**config.mk**
```make
export PLATFORM = sky130hd
export DESIGN_NAME = dbr_core
export DESIGN_NICKNAME = d
export VERILOG_FILES = /design/src/dbr_pad.v /design/src/dbr_core.v
export VERILOG_INCLUDE_DIRS = /design/src
export SDC_FILE = /design/constraint.sdc
export NUM_CORES = 1
export LEC_CHECK = 0
export BUFFER_PORTS_ARGS = -buffer_cell sky130_fd_sc_hd__buf_2
export CAP_MARGIN = 10
export CORE_UTILIZATION = 55
export DETAILED_ROUTE_END_ITERATION = 16
export PLACE_DENSITY_LB_ADDON = 0.2
export SYNTH_ARGS = -nofsm -noshare
export SYNTH_HDL_FRONTEND = slang
export SYNTH_SLANG_ARGS = --single-unit
export TNS_END_PERCENT = 100
```
**constraint.sdc**
```tcl
create_clock -name clk_sys -period 8.8 [get_ports clk_sys]
set_input_delay 0.88 -clock clk_sys [delete_from_list [all_inputs] [get_ports clk_sys]]
set_output_delay 0.88 -clock clk_sys [all_outputs]
set_load 0.01 [all_outputs]
```
**src/dbr_map.vh**
```
`ifndef DBR_MAP_VH
`define DBR_MAP_VH
// bus widths
`define DBR_BA_W      3
`define DBR_ADDR_W    15
`define DBR_DQ_W      16
`define DBR_NBANK     8
`define DBR_TIME_W    8
`define DBR_LAT_W     4
`define DBR_DESC_W    38
`define DBR_FIFO_D    16
`define DBR_FIFO_AW   4
// address bit positions
`define DBR_A_AUTOPRE 10
`define DBR_A_BLSEL   12
`define DBR_A_NIBBLE  2
`define DBR_COL_HI    9
`define DBR_COL_LO    3
// mode register three: enable bit and selector field
`define DBR_MR3_BA    3'h3
`define DBR_MR3_EN    2
`define DBR_MR3_SELHI 1
`define DBR_SEL_PAT   2'h0
// predefined pattern, beat 0 in the lsb
`define DBR_PATTERN   8'hAA
// beats per burst
`define DBR_BEATS_BL8 4'h8
`define DBR_BEATS_BC4 4'h4
`define DBR_NIB_BASE  3'h4
// precharge period in link clock cycles
`define DBR_PRE_CK    5'h0B
`define DBR_PRE_W     5
`endif

```
**src/dbr_pad.v**
```verilog
`timescale 1ns/100ps

```
**src/dbr_core.v**
```verilog
`timescale 1ns/100ps
`include "dbr_map.vh"

module dbr_fifo #(
	parameter W  = 38,
	parameter D  = 16,
	parameter AW = 4
) (
	input  wire         clk_sys,  // system clock
	input  wire         nrst,     // sync reset, active low
	input  wire [W-1:0] in_data,  // fill data
	input  wire         in_valid, // fill request
	output wire         in_ready, // not full
	output wire [W-1:0] out_data, // head entry
	output wire         out_valid,// not empty
	input  wire         out_ready // pop head
);
	reg [W-1:0] mem [0:D-1];
	reg [AW:0]  wr_ptr_reg;
	reg [AW:0]  rd_ptr_reg;
	wire        full;
	wire        empty;
	assign full      = (wr_ptr_reg[AW] != rd_ptr_reg[AW]) &&
	                   (wr_ptr_reg[AW-1:0] == rd_ptr_reg[AW-1:0]);
	assign empty     = (wr_ptr_reg == rd_ptr_reg);
	assign in_ready  = !full;
	assign out_valid = !empty;
	assign out_data  = mem[rd_ptr_reg[AW-1:0]];
	always @(posedge clk_sys) begin
		if (in_valid && !full)
			mem[wr_ptr_reg[AW-1:0]] <= in_data;
	end
	always @(posedge clk_sys) begin
		if (!nrst) begin
			wr_ptr_reg <= {(AW+1){1'b0}};
			rd_ptr_reg <= {(AW+1){1'b0}};
		end else begin
			if (in_valid && !full)
				wr_ptr_reg <= wr_ptr_reg + 1'b1;
			if (out_ready && !empty)
				rd_ptr_reg <= rd_ptr_reg + 1'b1;
		end
	end
endmodule

// How it works
// [RQ1] pattern mode, selector 00: eight-beat read returns 0,1,0,1,0,1,0,1 in order
// [RQ2] chopped pattern read: address bit 2 low gives beats 0-3, high gives 4-7
// [RQ3] beat position 0 is the pattern lsb, position 7 its msb
// [RQ4] activate opens the row on the address inputs in the selected bank
// [RQ5] an open row stays open until a precharge reaches its bank
// [RQ6] controller precharges before activating another row in the same bank
// [RQ7] precharge closes one addressed bank or all banks, per auto-precharge bit
// [RQ8] controller waits the precharge period before activating the bank again
// [RQ9] controller may access another bank while one auto-precharges
// [RQ10] a precharged bank is idle and must be activated before access
// [RQ11] precharge to idle or precharging bank accepted; timer restarts from latest
// [RQ12] selector bit low gives four-beat chopped burst, high gives eight beats
// [RQ13] selector bit sets burst length only, never part of the column
// [RQ14] burst selection works with and without auto-precharge on reads
// [RQ15] data starts additive plus cas latency cycles after the read
// [RQ16] pattern mode off: reads come from the array
// [RQ17] controller keeps the delay-locked loop locked before pattern reads
// [RQ18] selector codes 01, 10, 11 are reserved and return undefined data
// [RQ19] flag access to an idle bank and activate to an open bank; idle access in pattern mode is not flagged
module dbr_core (
	input  wire                    clk_sys,        // 200 MHz system clock
	input  wire                    nrst,           // sync reset, active low
	input  wire                    ck,             // link command clock pin
	input  wire                    cs_n,           // chip select, active low
	input  wire                    ras_n,          // row strobe, active low
	input  wire                    cas_n,          // column strobe, active low
	input  wire                    we_n,           // write enable, active low
	input  wire [`DBR_BA_W-1:0]    bank_select,    // bank select inputs
	input  wire [`DBR_ADDR_W-1:0]  addr,           // address inputs
	input  wire [`DBR_LAT_W-1:0]   additive_latency, // additive latency in ck
	input  wire [`DBR_LAT_W-1:0]   cas_latency,    // cas latency in ck
	input  wire [`DBR_DQ_W-1:0]    array_data,     // array word for array_* address
	output reg  [`DBR_BA_W-1:0]    array_bank_reg, // array read bank
	output reg  [`DBR_ADDR_W-1:0]  array_row_reg,  // array read row
	output reg  [`DBR_COL_HI:0]    array_col_reg,  // array read column
	output reg  [`DBR_DQ_W-1:0]    dq_out_reg,     // read beat data
	output reg                     dq_valid_reg,   // read beat strobe, pulse
	output reg  [2:0]              beat_pos_reg,   // burst order position of beat
	output reg  [`DBR_NBANK-1:0]   bank_open_reg,  // open row per bank
	output reg                     pattern_en_reg, // pattern mode enabled
	output reg                     err_idle_reg,   // access to idle bank outside pattern mode, pulse
	output reg                     err_act_reg,    // activate to open/precharging bank
	output reg                     err_ovf_reg     // read queue overflow, pulse
);
	localparam ST_IDLE  = 1'b0;
	localparam ST_BURST = 1'b1;
	localparam PAT_W    = 8;

	// two-flop synchronisers for the ck, command, bank and address pins
	reg [4:0]             pin_s1_reg;
	reg [4:0]             pin_s2_reg;
	reg                   ck_prev_reg;
	reg [`DBR_BA_W-1:0]   ba_s1_reg;
	reg [`DBR_BA_W-1:0]   ba_s2_reg;
	reg [`DBR_ADDR_W-1:0] a_s1_reg;
	reg [`DBR_ADDR_W-1:0] a_s2_reg;
	always @(posedge clk_sys) begin
		if (!nrst) begin
			pin_s1_reg  <= 5'h1F;
			pin_s2_reg  <= 5'h1F;
			ck_prev_reg <= 1'b1;
			ba_s1_reg   <= 3'h0;
			ba_s2_reg   <= 3'h0;
			a_s1_reg    <= 15'h0000;
			a_s2_reg    <= 15'h0000;
		end else begin
			pin_s1_reg  <= {ck, cs_n, ras_n, cas_n, we_n};
			pin_s2_reg  <= pin_s1_reg;
			ck_prev_reg <= pin_s2_reg[4];
			ba_s1_reg   <= bank_select;
			ba_s2_reg   <= ba_s1_reg;
			a_s1_reg    <= addr;
			a_s2_reg    <= a_s1_reg;
		end
	end

	wire ck_rise;
	wire ck_edge;
	wire cmd_act;
	wire cmd_pre;
	wire cmd_rd;
	wire cmd_wr;
	wire cmd_mrs;
	wire [2:0] ba;
	assign ck_rise = pin_s2_reg[4] && !ck_prev_reg;
	assign ck_edge = pin_s2_reg[4] != ck_prev_reg;
	assign ba      = ba_s2_reg;
	assign cmd_act = ck_rise && (pin_s2_reg[3:0] == 4'h3);
	assign cmd_pre = ck_rise && (pin_s2_reg[3:0] == 4'h2);
	assign cmd_rd  = ck_rise && (pin_s2_reg[3:0] == 4'h5);
	assign cmd_wr  = ck_rise && (pin_s2_reg[3:0] == 4'h4);
	assign cmd_mrs = ck_rise && (pin_s2_reg[3:0] == 4'h0);

	// per-bank row state and precharge timer
	reg  [`DBR_ADDR_W-1:0] row_reg [0:`DBR_NBANK-1];
	wire [`DBR_NBANK-1:0]  pre_busy;
	genvar gi;
	generate
		for (gi = 0; gi < `DBR_NBANK; gi = gi + 1) begin : g_bank
			reg [`DBR_PRE_W-1:0] tmr_reg;
			wire hit;
			wire close;
			assign hit   = (ba == gi);
			assign close = (cmd_pre && (a_s2_reg[`DBR_A_AUTOPRE] || hit)) ||
			               ((cmd_rd || cmd_wr) && hit && bank_open_reg[gi] &&
			                a_s2_reg[`DBR_A_AUTOPRE]);
			assign pre_busy[gi] = (tmr_reg != 5'h00);
			always @(posedge clk_sys) begin
				if (!nrst) begin
					bank_open_reg[gi] <= 1'b0;
					row_reg[gi]       <= 15'h0000;
					tmr_reg           <= 5'h00;
				end else if (cmd_act && hit) begin
					bank_open_reg[gi] <= 1'b1; // RQ4
					row_reg[gi]       <= a_s2_reg; // RQ4
				end else if (close) begin // RQ5
					bank_open_reg[gi] <= 1'b0; // RQ7
					// activate is legal on the rise that ends the period, hence one less
					tmr_reg           <= `DBR_PRE_CK - 5'h01; // RQ11
				end else if (ck_rise && pre_busy[gi]) begin
					tmr_reg <= tmr_reg - 5'h01;
				end
			end
		end
	endgenerate

	// mode register three
	reg [1:0] pat_sel_reg;
	always @(posedge clk_sys) begin
		if (!nrst) begin
			pattern_en_reg <= 1'b0;
			pat_sel_reg    <= 2'h0;
		end else if (cmd_mrs && ba == `DBR_MR3_BA) begin
			pattern_en_reg <= a_s2_reg[`DBR_MR3_EN];
			pat_sel_reg    <= a_s2_reg[`DBR_MR3_SELHI:0];
		end
	end

	// error flags
	wire open_ba;
	assign open_ba = bank_open_reg[ba];
	always @(posedge clk_sys) begin
		if (!nrst) begin
			err_idle_reg <= 1'b0;
			err_act_reg  <= 1'b0;
		end else begin
			err_idle_reg <= (cmd_rd || cmd_wr) && !open_ba && !pattern_en_reg; // RQ19
			err_act_reg  <= cmd_act && (open_ba || pre_busy[ba]); // RQ19
		end
	end

	// link clock cycle counter, used to time read latency
	reg [`DBR_TIME_W-1:0] ck_time_reg;
	always @(posedge clk_sys) begin
		if (!nrst)
			ck_time_reg <= 8'h00;
		else if (ck_rise)
			ck_time_reg <= ck_time_reg + 8'h01;
	end

	// read descriptor: due, bc4, upper nibble, pattern, sel, bank, row, column
	wire [`DBR_TIME_W-1:0] rl;
	wire [`DBR_DESC_W-1:0] desc_in;
	wire [`DBR_DESC_W-1:0] desc_out;
	wire                   q_in_ready;
	wire                   q_out_valid;
	wire                   q_pop;
	wire                   rd_ok;
	assign rl = {4'h0, additive_latency} + {4'h0, cas_latency}; // RQ15
	assign rd_ok = cmd_rd && (open_ba || pattern_en_reg); // RQ10
	assign desc_in = {ck_time_reg + rl, // RQ15
	                  !a_s2_reg[`DBR_A_BLSEL], // RQ12 RQ14
	                  a_s2_reg[`DBR_A_NIBBLE], // RQ2
	                  pattern_en_reg, // RQ16
	                  pat_sel_reg,
	                  ba,
	                  row_reg[ba],
	                  a_s2_reg[`DBR_COL_HI:`DBR_COL_LO]}; // RQ13

	always @(posedge clk_sys) begin
		if (!nrst)
			err_ovf_reg <= 1'b0;
		else
			err_ovf_reg <= rd_ok && !q_in_ready;
	end

	dbr_fifo #(
		.W  (`DBR_DESC_W),
		.D  (`DBR_FIFO_D),
		.AW (`DBR_FIFO_AW)
	) u_rdq (
		.clk_sys   (clk_sys),
		.nrst      (nrst),
		.in_data   (desc_in),
		.in_valid  (rd_ok),
		.in_ready  (q_in_ready),
		.out_data  (desc_out),
		.out_valid (q_out_valid),
		.out_ready (q_pop)
	);

	// burst engine: one beat per link clock edge
	reg        state_reg;
	reg [3:0]  left_reg;
	reg [2:0]  pos_reg;
	reg        pat_reg;
	reg [1:0]  sel_reg;
	reg        emit_reg;
	wire       head_due;
	wire [2:0] start_pos;
	assign head_due  = q_out_valid && (desc_out[37:30] == ck_time_reg);
	assign q_pop     = ck_rise && (left_reg == 4'h0) && head_due;
	assign start_pos = desc_out[28] ? `DBR_NIB_BASE : 3'h0; // RQ2
	always @(posedge clk_sys) begin
		if (!nrst) begin
			state_reg      <= ST_IDLE;
			left_reg       <= 4'h0;
			pos_reg        <= 3'h0;
			pat_reg        <= 1'b0;
			sel_reg        <= 2'h0;
			emit_reg       <= 1'b0;
			array_bank_reg <= 3'h0;
			array_row_reg  <= 15'h0000;
			array_col_reg  <= 10'h000;
		end else begin
			emit_reg <= 1'b0;
			case (state_reg)
				ST_IDLE: begin
					if (q_pop) begin
						state_reg      <= ST_BURST;
						left_reg       <= (desc_out[29] ? `DBR_BEATS_BC4 : // RQ12
						                   `DBR_BEATS_BL8) - 4'h1;
						pos_reg        <= start_pos;
						pat_reg        <= desc_out[27];
						sel_reg        <= desc_out[26:25];
						array_bank_reg <= desc_out[24:22];
						array_row_reg  <= desc_out[21:7];
						array_col_reg  <= {desc_out[6:0], start_pos};
						emit_reg       <= 1'b1;
					end
				end
				ST_BURST: begin
					if (ck_edge) begin
						if (left_reg != 4'h0) begin
							left_reg      <= left_reg - 4'h1;
							pos_reg       <= pos_reg + 3'h1;
							array_col_reg <= {array_col_reg[9:3], pos_reg + 3'h1};
							emit_reg      <= 1'b1;
						end else if (q_pop) begin
							left_reg       <= (desc_out[29] ? `DBR_BEATS_BC4 :
							                   `DBR_BEATS_BL8) - 4'h1;
							pos_reg        <= start_pos;
							pat_reg        <= desc_out[27];
							sel_reg        <= desc_out[26:25];
							array_bank_reg <= desc_out[24:22];
							array_row_reg  <= desc_out[21:7];
							array_col_reg  <= {desc_out[6:0], start_pos};
							emit_reg       <= 1'b1;
						end else begin
							state_reg <= ST_IDLE;
						end
					end
				end
				default: state_reg <= ST_IDLE;
			endcase
		end
	end

	// beat data: pattern bit on every lane, or the array word
	wire [PAT_W-1:0] pattern;
	wire             pat_bit;
	assign pattern = `DBR_PATTERN;
	assign pat_bit = (sel_reg == `DBR_SEL_PAT) ? pattern[pos_reg] : 1'b0; // RQ1 RQ3
	always @(posedge clk_sys) begin
		if (!nrst) begin
			dq_out_reg   <= 16'h0000;
			dq_valid_reg <= 1'b0;
			beat_pos_reg <= 3'h0;
		end else begin
			dq_valid_reg <= emit_reg;
			if (emit_reg) begin
				dq_out_reg   <= pat_reg ? {`DBR_DQ_W{pat_bit}} : array_data; // RQ1 RQ16
				beat_pos_reg <= pos_reg;
			end
		end
	end
endmodule

```
==> qor.txt, run 1 <==
STA
-----------------------------------------------------------------------------------------------
Clk_skew                                                                              0.0327 ns
Highest clock rate                                                                    0.214 GHz
Pins over their slew limit                                                                    0
Number of setup violations in the final report                                                0
Final setup TNS                                                                            0 ns
Worst Setup Slack, final                                                                4.12 ns
RSZ-0062 raised after global routing                                                      false
Number of hold-slack violations in the final timing report                                    0
Relative slew slack                                                                       18.2%
Final worst path period share                                                             53.2%
Min Tclk post-route                                                                     4.68 ns
Actual transition at the worst max-transition pin                                       1.22 ns

LAYOUT
-----------------------------------------------------------------------------------------------
Fin util                                                                                  62.9%
Flip-flop count of the largest register after layout                                        608
Register area                                                                        25600 um^2
Total inserted antenna cells                                                                  0
Number of fill cells                                                                       4559
Share of post-route cells with drive strength above 1                                     23.1%
Final-stage net count                                                                      2319
Multi-input combinational cell area                                                  10200 um^2
Area growth from synthesis to final layout                                                12.4%

FLOORPLANNING
-----------------------------------------------------------------------------------------------
Core Box Area                                                                        64800 um^2
Starting density of the core                                                              55.9%
Vertical extent of the die                                                               259 um
Number of top-level pins                                                                    109
Die area                                                                             67000 um^2
Row count                                                                                    93
Chip Width                                                                               259 um

PLACE
-----------------------------------------------------------------------------------------------
Number of buffer cells added on primary ports                                               108
Detail Placement HPWL                                                                  43000 um
Setup slack after placement                                                             4.08 ns
Global placement routability congestion                                                   0.811

LOGIC SYNTHESIS
-----------------------------------------------------------------------------------------------
Area fraction of the dominant cell type after synthesis                                   60.3%
Cell types with the highest counts after synthesis                                 728 x edfxtp_1, 204 x mux4_2, 184 x dfxtp_1
Most common cell in the synthesized netlist                                            edfxtp_1
Synth top area cells                                                               edfxtp_1 60%, mux4_2 13%, dfxtp_1 10%
Mapped cell area                                                                     36300 um^2
EDFF count, synth                                                                           728
Unique cell type count in the Yosys netlist                                                  63
Post-Syn Nets                                                                              2194
Number of warnings issued by yosys                                                            0
Async S/R FF share, synth                                                                    0%
Mean Syn Cell Area                                                                    17.2 um^2
Library cell with the largest summed area after synthesis                              edfxtp_1
Post-synth top flop                                                                    edfxtp_1
Portion of the post-synthesis area used by sequential elements                            70.4%
Flop and latch count out of synthesis                                                       912
Cell count after synthesis                                                                 2111

CTS
-----------------------------------------------------------------------------------------------
CTS max path bufs                                                                             3
# resized after CTS                                                                           0
Number of H-tree levels                                                                       3
Post-CTS Repair Setup Buffers                                                                 0
# hold bufs at CTS                                                                            0
CTS sink cnt                                                                                912
Clock input transition at the sequential cells of the worst setup and hold paths        0.06 ns
Clk_lat worst skew                                                                      0.65 ns
Root Buffer Master                                                                    clkbuf_16
Clock tree from TritonCTS                                                                  done
Num CTS Buffers                                                                              90

STATUS
-----------------------------------------------------------------------------------------------
Outcome                                                                            complete, no violations

POWER
-----------------------------------------------------------------------------------------------
Part of the power in registers                                                            54.0%
Fraction of power spent switching nets                                                    19.9%
Leak pwr                                                                                13.8 nW
Relative contribution of combinational cells to total power                                2.0%
Total internal power                                                                    7.00 mW
Switching component of the power                                                        1.73 mW
Worst voltage drop across the vdd grid                                               0.000158 V
Power per unit of standard cell area                                                214 nW/um^2
Clock share of power                                                                      44.0%

ROUTE
-----------------------------------------------------------------------------------------------
Number of iterations in the first detailed-routing pass                                       5
Antenna-violating nets left                                                                   0
Via count of the routed design                                                            18900
DR WL/cell                                                                              25.1 um
Post-detailed-route DRC marker count                                                          0
Average vias per placed instance                                                           5.98
Number of DRC markers in iteration 0                                                       1849
Total Routed Length                                                                    79400 um

GRT
-----------------------------------------------------------------------------------------------
Final global-route overflow total                                                             0
Number of antenna violations at the first check in global routing                             5
First-pass GRT wire length                                                            119000 um
Overall global routing resource usage                                                     24.2%
Via count of the first global-routing pass                                                19400
Pin count of the biggest net entering global routing                                         89

SETUP PATH
-----------------------------------------------------------------------------------------------
Top fanout value on the critical path                                                        50
Critical Path AT                                                                        5.20 ns
Worst setup EP type                                                                   flip-flop
Crit start category                                                                   flip-flop
WP data required                                                                        9.32 ns
Setup slack on the worst flop-to-flop path                                              4.12 ns
Type of the worst setup path                                                         reg -> reg
Worst r2r path cells                                                                          8

JOB
-----------------------------------------------------------------------------------------------
Count of max-cap constraint violations                                                        0

MIN PATH
-----------------------------------------------------------------------------------------------
Hold crit path type                                                                  reg -> reg
Startpoint of the worst hold path                                                  pin_s1_reg[4]$_SDFF_PN1_
Hold EP                                                                            pin_s2_reg[4]$_SDFF_PN1_
Min-Delay Path Depth                                                                          1

## power groups by stage
stage | registers (mW) | logic (mW) | clock network (mW)
final | 4.72 | 0.171 | 3.84
after global routing | 4.72 | 0.187 | 4.06
after CTS | 4.72 | 0.173 | 3.90
after detailed placement | 4.81 | 0.173 | 0
after global placement | 4.81 | 0.167 | 0
after floorplan | 4.80 | 0.102 | 0
## stage by stage
stage / total power, mW / cell area [um^2] / hold WS (ns) / cells
2_1_floorplan: 4.90 / 36300 / 0.386 / 2111
3_3_place_gp: 4.98 / 37800 / 0.391 / 2999
3_5_place_dp: 4.98 / 37800 / 0.399 / 2999
4_1_cts: 8.79 / 40700 / 0.382 / 3167
5_1_grt: 8.97 / 40700 / 0.416 / 3167
6_report: 8.73 / 40700 / 0.413 / 3167
## layout make-up
type                       count  share of cell area (%)
clock buffer                 125                    6.21
clock inverter                43                    1.11
inverter                      37                   0.341
multi-input combinational   1053                    25.0
sequential                   912                    62.7
tap                          855                    2.63
timing repair buffer         142                    1.96
## worst max path at each step
stage	end	slack [ns]	cells past startpoint
6_report	flip-flop	4.12	8
3_3_place_gp	flip-flop	4.17	8
2_1_floorplan	u_rdq.mem[3][0]$_DFFE_PP_	3.82	8
5_1_grt	pos_reg[2]$_SDFFE_PN0N_	3.83	8
4_1_cts	flip-flop	4.05	8
3_5_place_dp	flip-flop	4.08	8
## worst max-delay path, cell delays in order (launching register included)
cell and delay, ns:
dfxtp_4 0.97, mux4_2 0.61, mux2i_1 0.16, xor2_1 0.17, nor2_1 0.06, nor4b_1 0.35, and4_1 0.82, nand3_4 0.85
and3_1 0.49
## placed cells by master (no fill, tap or decap), types with 13 or more instances in the layout
master / count
inv_1: 35
mux2_2: 22
buf_2: 107
buf_4: 35
o21ai_0: 31
dfxtp_1: 177
xor2_1: 32
clkinv_2: 16
edfxtp_1: 728
and2_1: 156
nor3_1: 20
mux2i_1: 63
xnor2_1: 24
nor2_1: 100
a21oi_1: 49
clkbuf_16: 95
clkinv_1: 13
mux4_2: 204
nand2_1: 120
ha_1: 29
nand2b_1: 41
nand3_1: 22
clkbuf_1: 26
## cells by family (layout without fill, tap and decap cells)
| family | count (synthesis) | in the layout | synth area share, % |
|---|---|---|---|
| AND/OR/NAND/NOR | 538 | 538 | 7.75 |
| adder cells (fa/ha/maj) | 34 | 34 | 1.28 |
| flip-flops | 912 | 912 | 70.4 |
| buffers and inverters | 146 | 347 | 1.75 |
| multiplexers | 289 | 289 | 15.1 |
| AO/OA/AOI/OAI | 136 | 136 | 2.34 |
| XOR/XNOR | 56 | 56 | 1.35 |
## routing by layer
layer  global-route usage (%)  up-vias  wire [um]
met3                     3.23      121       5430
met2                     40.5      658      39400
li1                         -     8353          -
met1                     33.7     9799      32800
met5                        0        -          0
met4                     6.84        0       1710
Note: power is estimated with default switching activity, not from simulation.
==> run 2: changes to the inputs <==
==> constraint.sdc (replaced) <==
create_clock -name clk_sys -period 4.5 [get_ports clk_sys]
set_input_delay 0.45 -clock clk_sys [delete_from_list [all_inputs] [get_ports clk_sys]]
set_output_delay 0.45 -clock clk_sys [all_outputs]
set_load 0.01 [all_outputs]
==> run 2 against run 1 <==
  * Total power rose by 94%
  * Flip-flop and latch count unchanged
  * Via count grew 0.80%
  * Die area unchanged
  * Sequential share of layout area down 0.35 points
  * Maximum frequency rose by 31%
  * Combinational power is 110% higher
  * Global-route usage is 0.11 points lower
  * First-iteration DRC count down 4.5%
  * Critical path type unchanged
  * Largest cell class unchanged
==> qor.txt, run 2 (synthesis results as in run 1) <==
STATUS
-----------------------------------------------------------------------------------------------
Outcome                                                                            complete, no violations

GRT
-----------------------------------------------------------------------------------------------
First-pass GRT wire length                                                            120000 um   +0.34%
Number of antenna violations at the first check in global routing                             3   -2
Overall global routing resource usage                                                     24.1%   -0.11 points
Pin count of the biggest net entering global routing                                         92   +3.4%
Via count of the first global-routing pass                                                19600   +0.84%
Final global-route overflow total                                                             0   unchanged

POWER
-----------------------------------------------------------------------------------------------
Switching component of the power                                                        3.33 mW   +92%
Worst voltage drop across the vdd grid                                               0.000320 V   +100%
Part of the power in registers                                                            54.5%   +0.5 points
Clock share of power                                                                      43.4%   -0.6 points
Relative contribution of combinational cells to total power                                2.1%   about the same
Leak pwr                                                                                13.9 nW   +0.68%
Power per unit of standard cell area                                                413 nW/um^2   +93%
Fraction of power spent switching nets                                                    19.7%   -0.19 points
Total internal power                                                                    13.6 mW   +94%

STA
-----------------------------------------------------------------------------------------------
Min Tclk post-route                                                                     3.57 ns   -1.11 ns
Number of hold-slack violations in the final timing report                                    0   unchanged
Highest clock rate                                                                    0.280 GHz   +31%
Final-layout worst hold slack                                                         0.0301 ns   -0.383 ns
Pins over their slew limit                                                                    0   unchanged
Clk_skew                                                                              0.0203 ns   -0.0123 ns
Final worst path period share                                                             79.3%   +26 points
RSZ-0062 raised after global routing                                                      false
Final setup TNS                                                                            0 ns   unchanged
Actual transition at the worst max-transition pin                                       1.09 ns   -0.127 ns
Relative slew slack                                                                       27.0%   +8.8 points
Number of setup violations in the final report                                                0   unchanged

CTS
-----------------------------------------------------------------------------------------------
Clock input transition at the sequential cells of the worst setup and hold paths        0.06 ns   about the same
CTS sink cnt                                                                                912   unchanged
Clk_lat worst skew                                                                      0.63 ns   -0.02 ns
Post-CTS Repair Setup Buffers                                                                 0   unchanged
Num CTS Buffers                                                                              89   -1.1%
CTS max path bufs                                                                             3   unchanged
Number of H-tree levels                                                                       3   unchanged
Clock tree from TritonCTS                                                                  done
Root Buffer Master                                                                    clkbuf_16

SETUP PATH
-----------------------------------------------------------------------------------------------
Launching point of the worst reg2reg path                                          u_rdq.wr_ptr_reg[2]$_SDFFE_PN0P_
Crit start category                                                                   flip-flop
Critical Path AT                                                                        3.82 ns   -1.38 ns
Worst r2r path cells                                                                          7   -1
Depth of the critical timing path with buffers and inverters included                         7   -1
WP data required                                                                        4.75 ns   -4.57 ns
Family with the most delay on the worst path                                       simple AND/OR/NAND/NOR gates
Setup slack on the worst flop-to-flop path                                              0.93 ns   -3.19 ns
Type of the worst setup path                                                         reg -> reg
Cells along the critical path                                                      xnor2_1, nand4_1, nand2b_1, and4b_1, nand2_1, nor3_4, buf_4
Top fanout value on the critical path                                                        26   -48%
Endpoint of the worst-slack reg-to-reg timing path                                 u_rdq.mem[2][36]$_DFFE_PP_
Library cell contributing the largest single delay on the critical path                  nor3_4
Start point of the critical path                                                   u_rdq.wr_ptr_reg[2]$_SDFFE_PN0P_
Worst setup EP type                                                                   flip-flop
Max incr delay on CP                                                                    0.76 ns   -0.21 ns
Number of buffers and inverters on the critical path                                          1   +1

FLOORPLANNING
-----------------------------------------------------------------------------------------------
Core Box Area                                                                        64800 um^2   unchanged
Chip Width                                                                               259 um   unchanged
Die area                                                                             67000 um^2   unchanged
Starting density of the core                                                              55.9%   unchanged
Number of top-level pins                                                                    109   unchanged
Row count                                                                                    93   unchanged
Vertical extent of the die                                                               259 um   unchanged

LAYOUT
-----------------------------------------------------------------------------------------------
Area growth from synthesis to final layout                                                13.0%
Most common cell after layout, fill and taps aside                                     edfxtp_1
Most frequent cells in the layout                                                  728 x edfxtp_1, 204 x mux4_2, 177 x dfxtp_1, 156 x and2_1, 120 x nand2_1
Flip-flop count of the largest register after layout                                        608   unchanged
Final-stage net count                                                                      2345   +1.1%
Share of post-route cells with drive strength above 1                                     23.6%   +0.44 points
Number of fill cells                                                                       4454   -2.3%

ROUTE
-----------------------------------------------------------------------------------------------
Antenna-violating nets left                                                                   0   unchanged
Post-detailed-route DRC marker count                                                          0   unchanged
Average vias per placed instance                                                           5.97   about the same
Number of iterations in the first detailed-routing pass                                       5   unchanged
Total Routed Length                                                                    78300 um   -1.5%
Number of DRC markers in iteration 0                                                       1766   -4.5%
Via count of the routed design                                                            19100   +0.80%
DR WL/cell                                                                              24.5 um   -2.3%

PLACE
-----------------------------------------------------------------------------------------------
Global placement routability congestion                                                   0.797   -1.7%
Detail Placement HPWL                                                                  45900 um   +6.7%
Number of buffer cells added on primary ports                                               108   unchanged

JOB
-----------------------------------------------------------------------------------------------
Count of max-cap constraint violations                                                        0   unchanged

MIN PATH
-----------------------------------------------------------------------------------------------
Hold EP                                                                            a_s1_reg[13]$_SDFF_PN0_
Hold crit path type                                                                   in -> reg
Min-Delay Path Depth                                                                          2   +1
Startpoint of the worst hold path                                                      addr[13]

## run 2: cell count changes in the layout (fill, tap and decap cells not counted), moves of 4 or more
cell	before	now
clkbuf_8	4	9
clkbuf_1	26	18
clkinv_1	13	19
dlygate4sd3_1	0	11
buf_4	35	48
nor3_4	0	4
nor3_2	4	0
## run 2: layout make-up
class	instances	area [um^2]	area share (%)
Inverter	37	139	0.339
Clock inverter	45	367	0.895
Clock buffer	121	2540	6.21
Timing Repair Buffer	169	1070	2.60
Sequential cell	912	25600	62.4
Multi-Input combinational cell	1053	10200	24.9
Tap cell	855	1070	2.61
Antenna cell	3	7.51	0.0183
## run 2: stage by stage
stage	setup WS (ns)	total power, mW	utilization [%]	cell area, um^2	cells
final	0.930	16.9	63.2	41000	3195
after floorplan	0.475	9.59	-	36300	2111
after CTS	0.953	17.0	63.2	41000	3191
after global placement	1.09	9.74	58.5	37900	3014
after global routing	0.750	17.4	63.2	41000	3192
after detailed placement	0.991	9.76	58.5	37900	3014
## run 2: timing repair
item,CTS,global route
hold endpoints to repair,11,0
resized for setup,0,0
hold buffers,11,0
endpoints found under the setup margin,0,0
## run 2: how the worst max path moves through the flow
stage,slack [ns],endpoint
after CTS,0.95,u_rdq.mem[2][37]$_DFFE_PP_
after global routing,0.75,u_rdq.mem[2][33]$_DFFE_PP_
after detailed placement,0.99,u_rdq.mem[2][30]$_DFFE_PP_
after floorplan,0.47,u_rdq.mem[15][0]$_DFFE_PP_
final,0.93,u_rdq.mem[2][36]$_DFFE_PP_
after global placement,1.09,array_col_reg[9]$_SDFFE_PN0P_
## run 2: layer usage
layer	share of wire, %	wire length, um	track usage (%)	vias up
li1	-	-	-	8411
met1	41	32300	33.0	9904
met2	50	38800	40.1	650
met3	7.0	5460	4.01	118
met4	2.2	1710	7.12	0
met5	0	0	0	-
## run 2: power groups by stage
stage	clock network, mW	logic (mW)	registers (mW)
global placement	0	0.339	9.40
finish	7.33	0.356	9.23
global route	7.78	0.387	9.23
CTS	7.45	0.358	9.23
floorplan	0	0.199	9.39
detailed placement	0	0.349	9.41
## run 2: worst reg2reg max path, delay by kind of cell (launching register included)
kind                      cells  cell delay [ns]
and+or+nand+nor               5             1.72
xor gates and xnor gates      1             0.16
buffers and inverters         1             0.58
DFF                           1             0.72
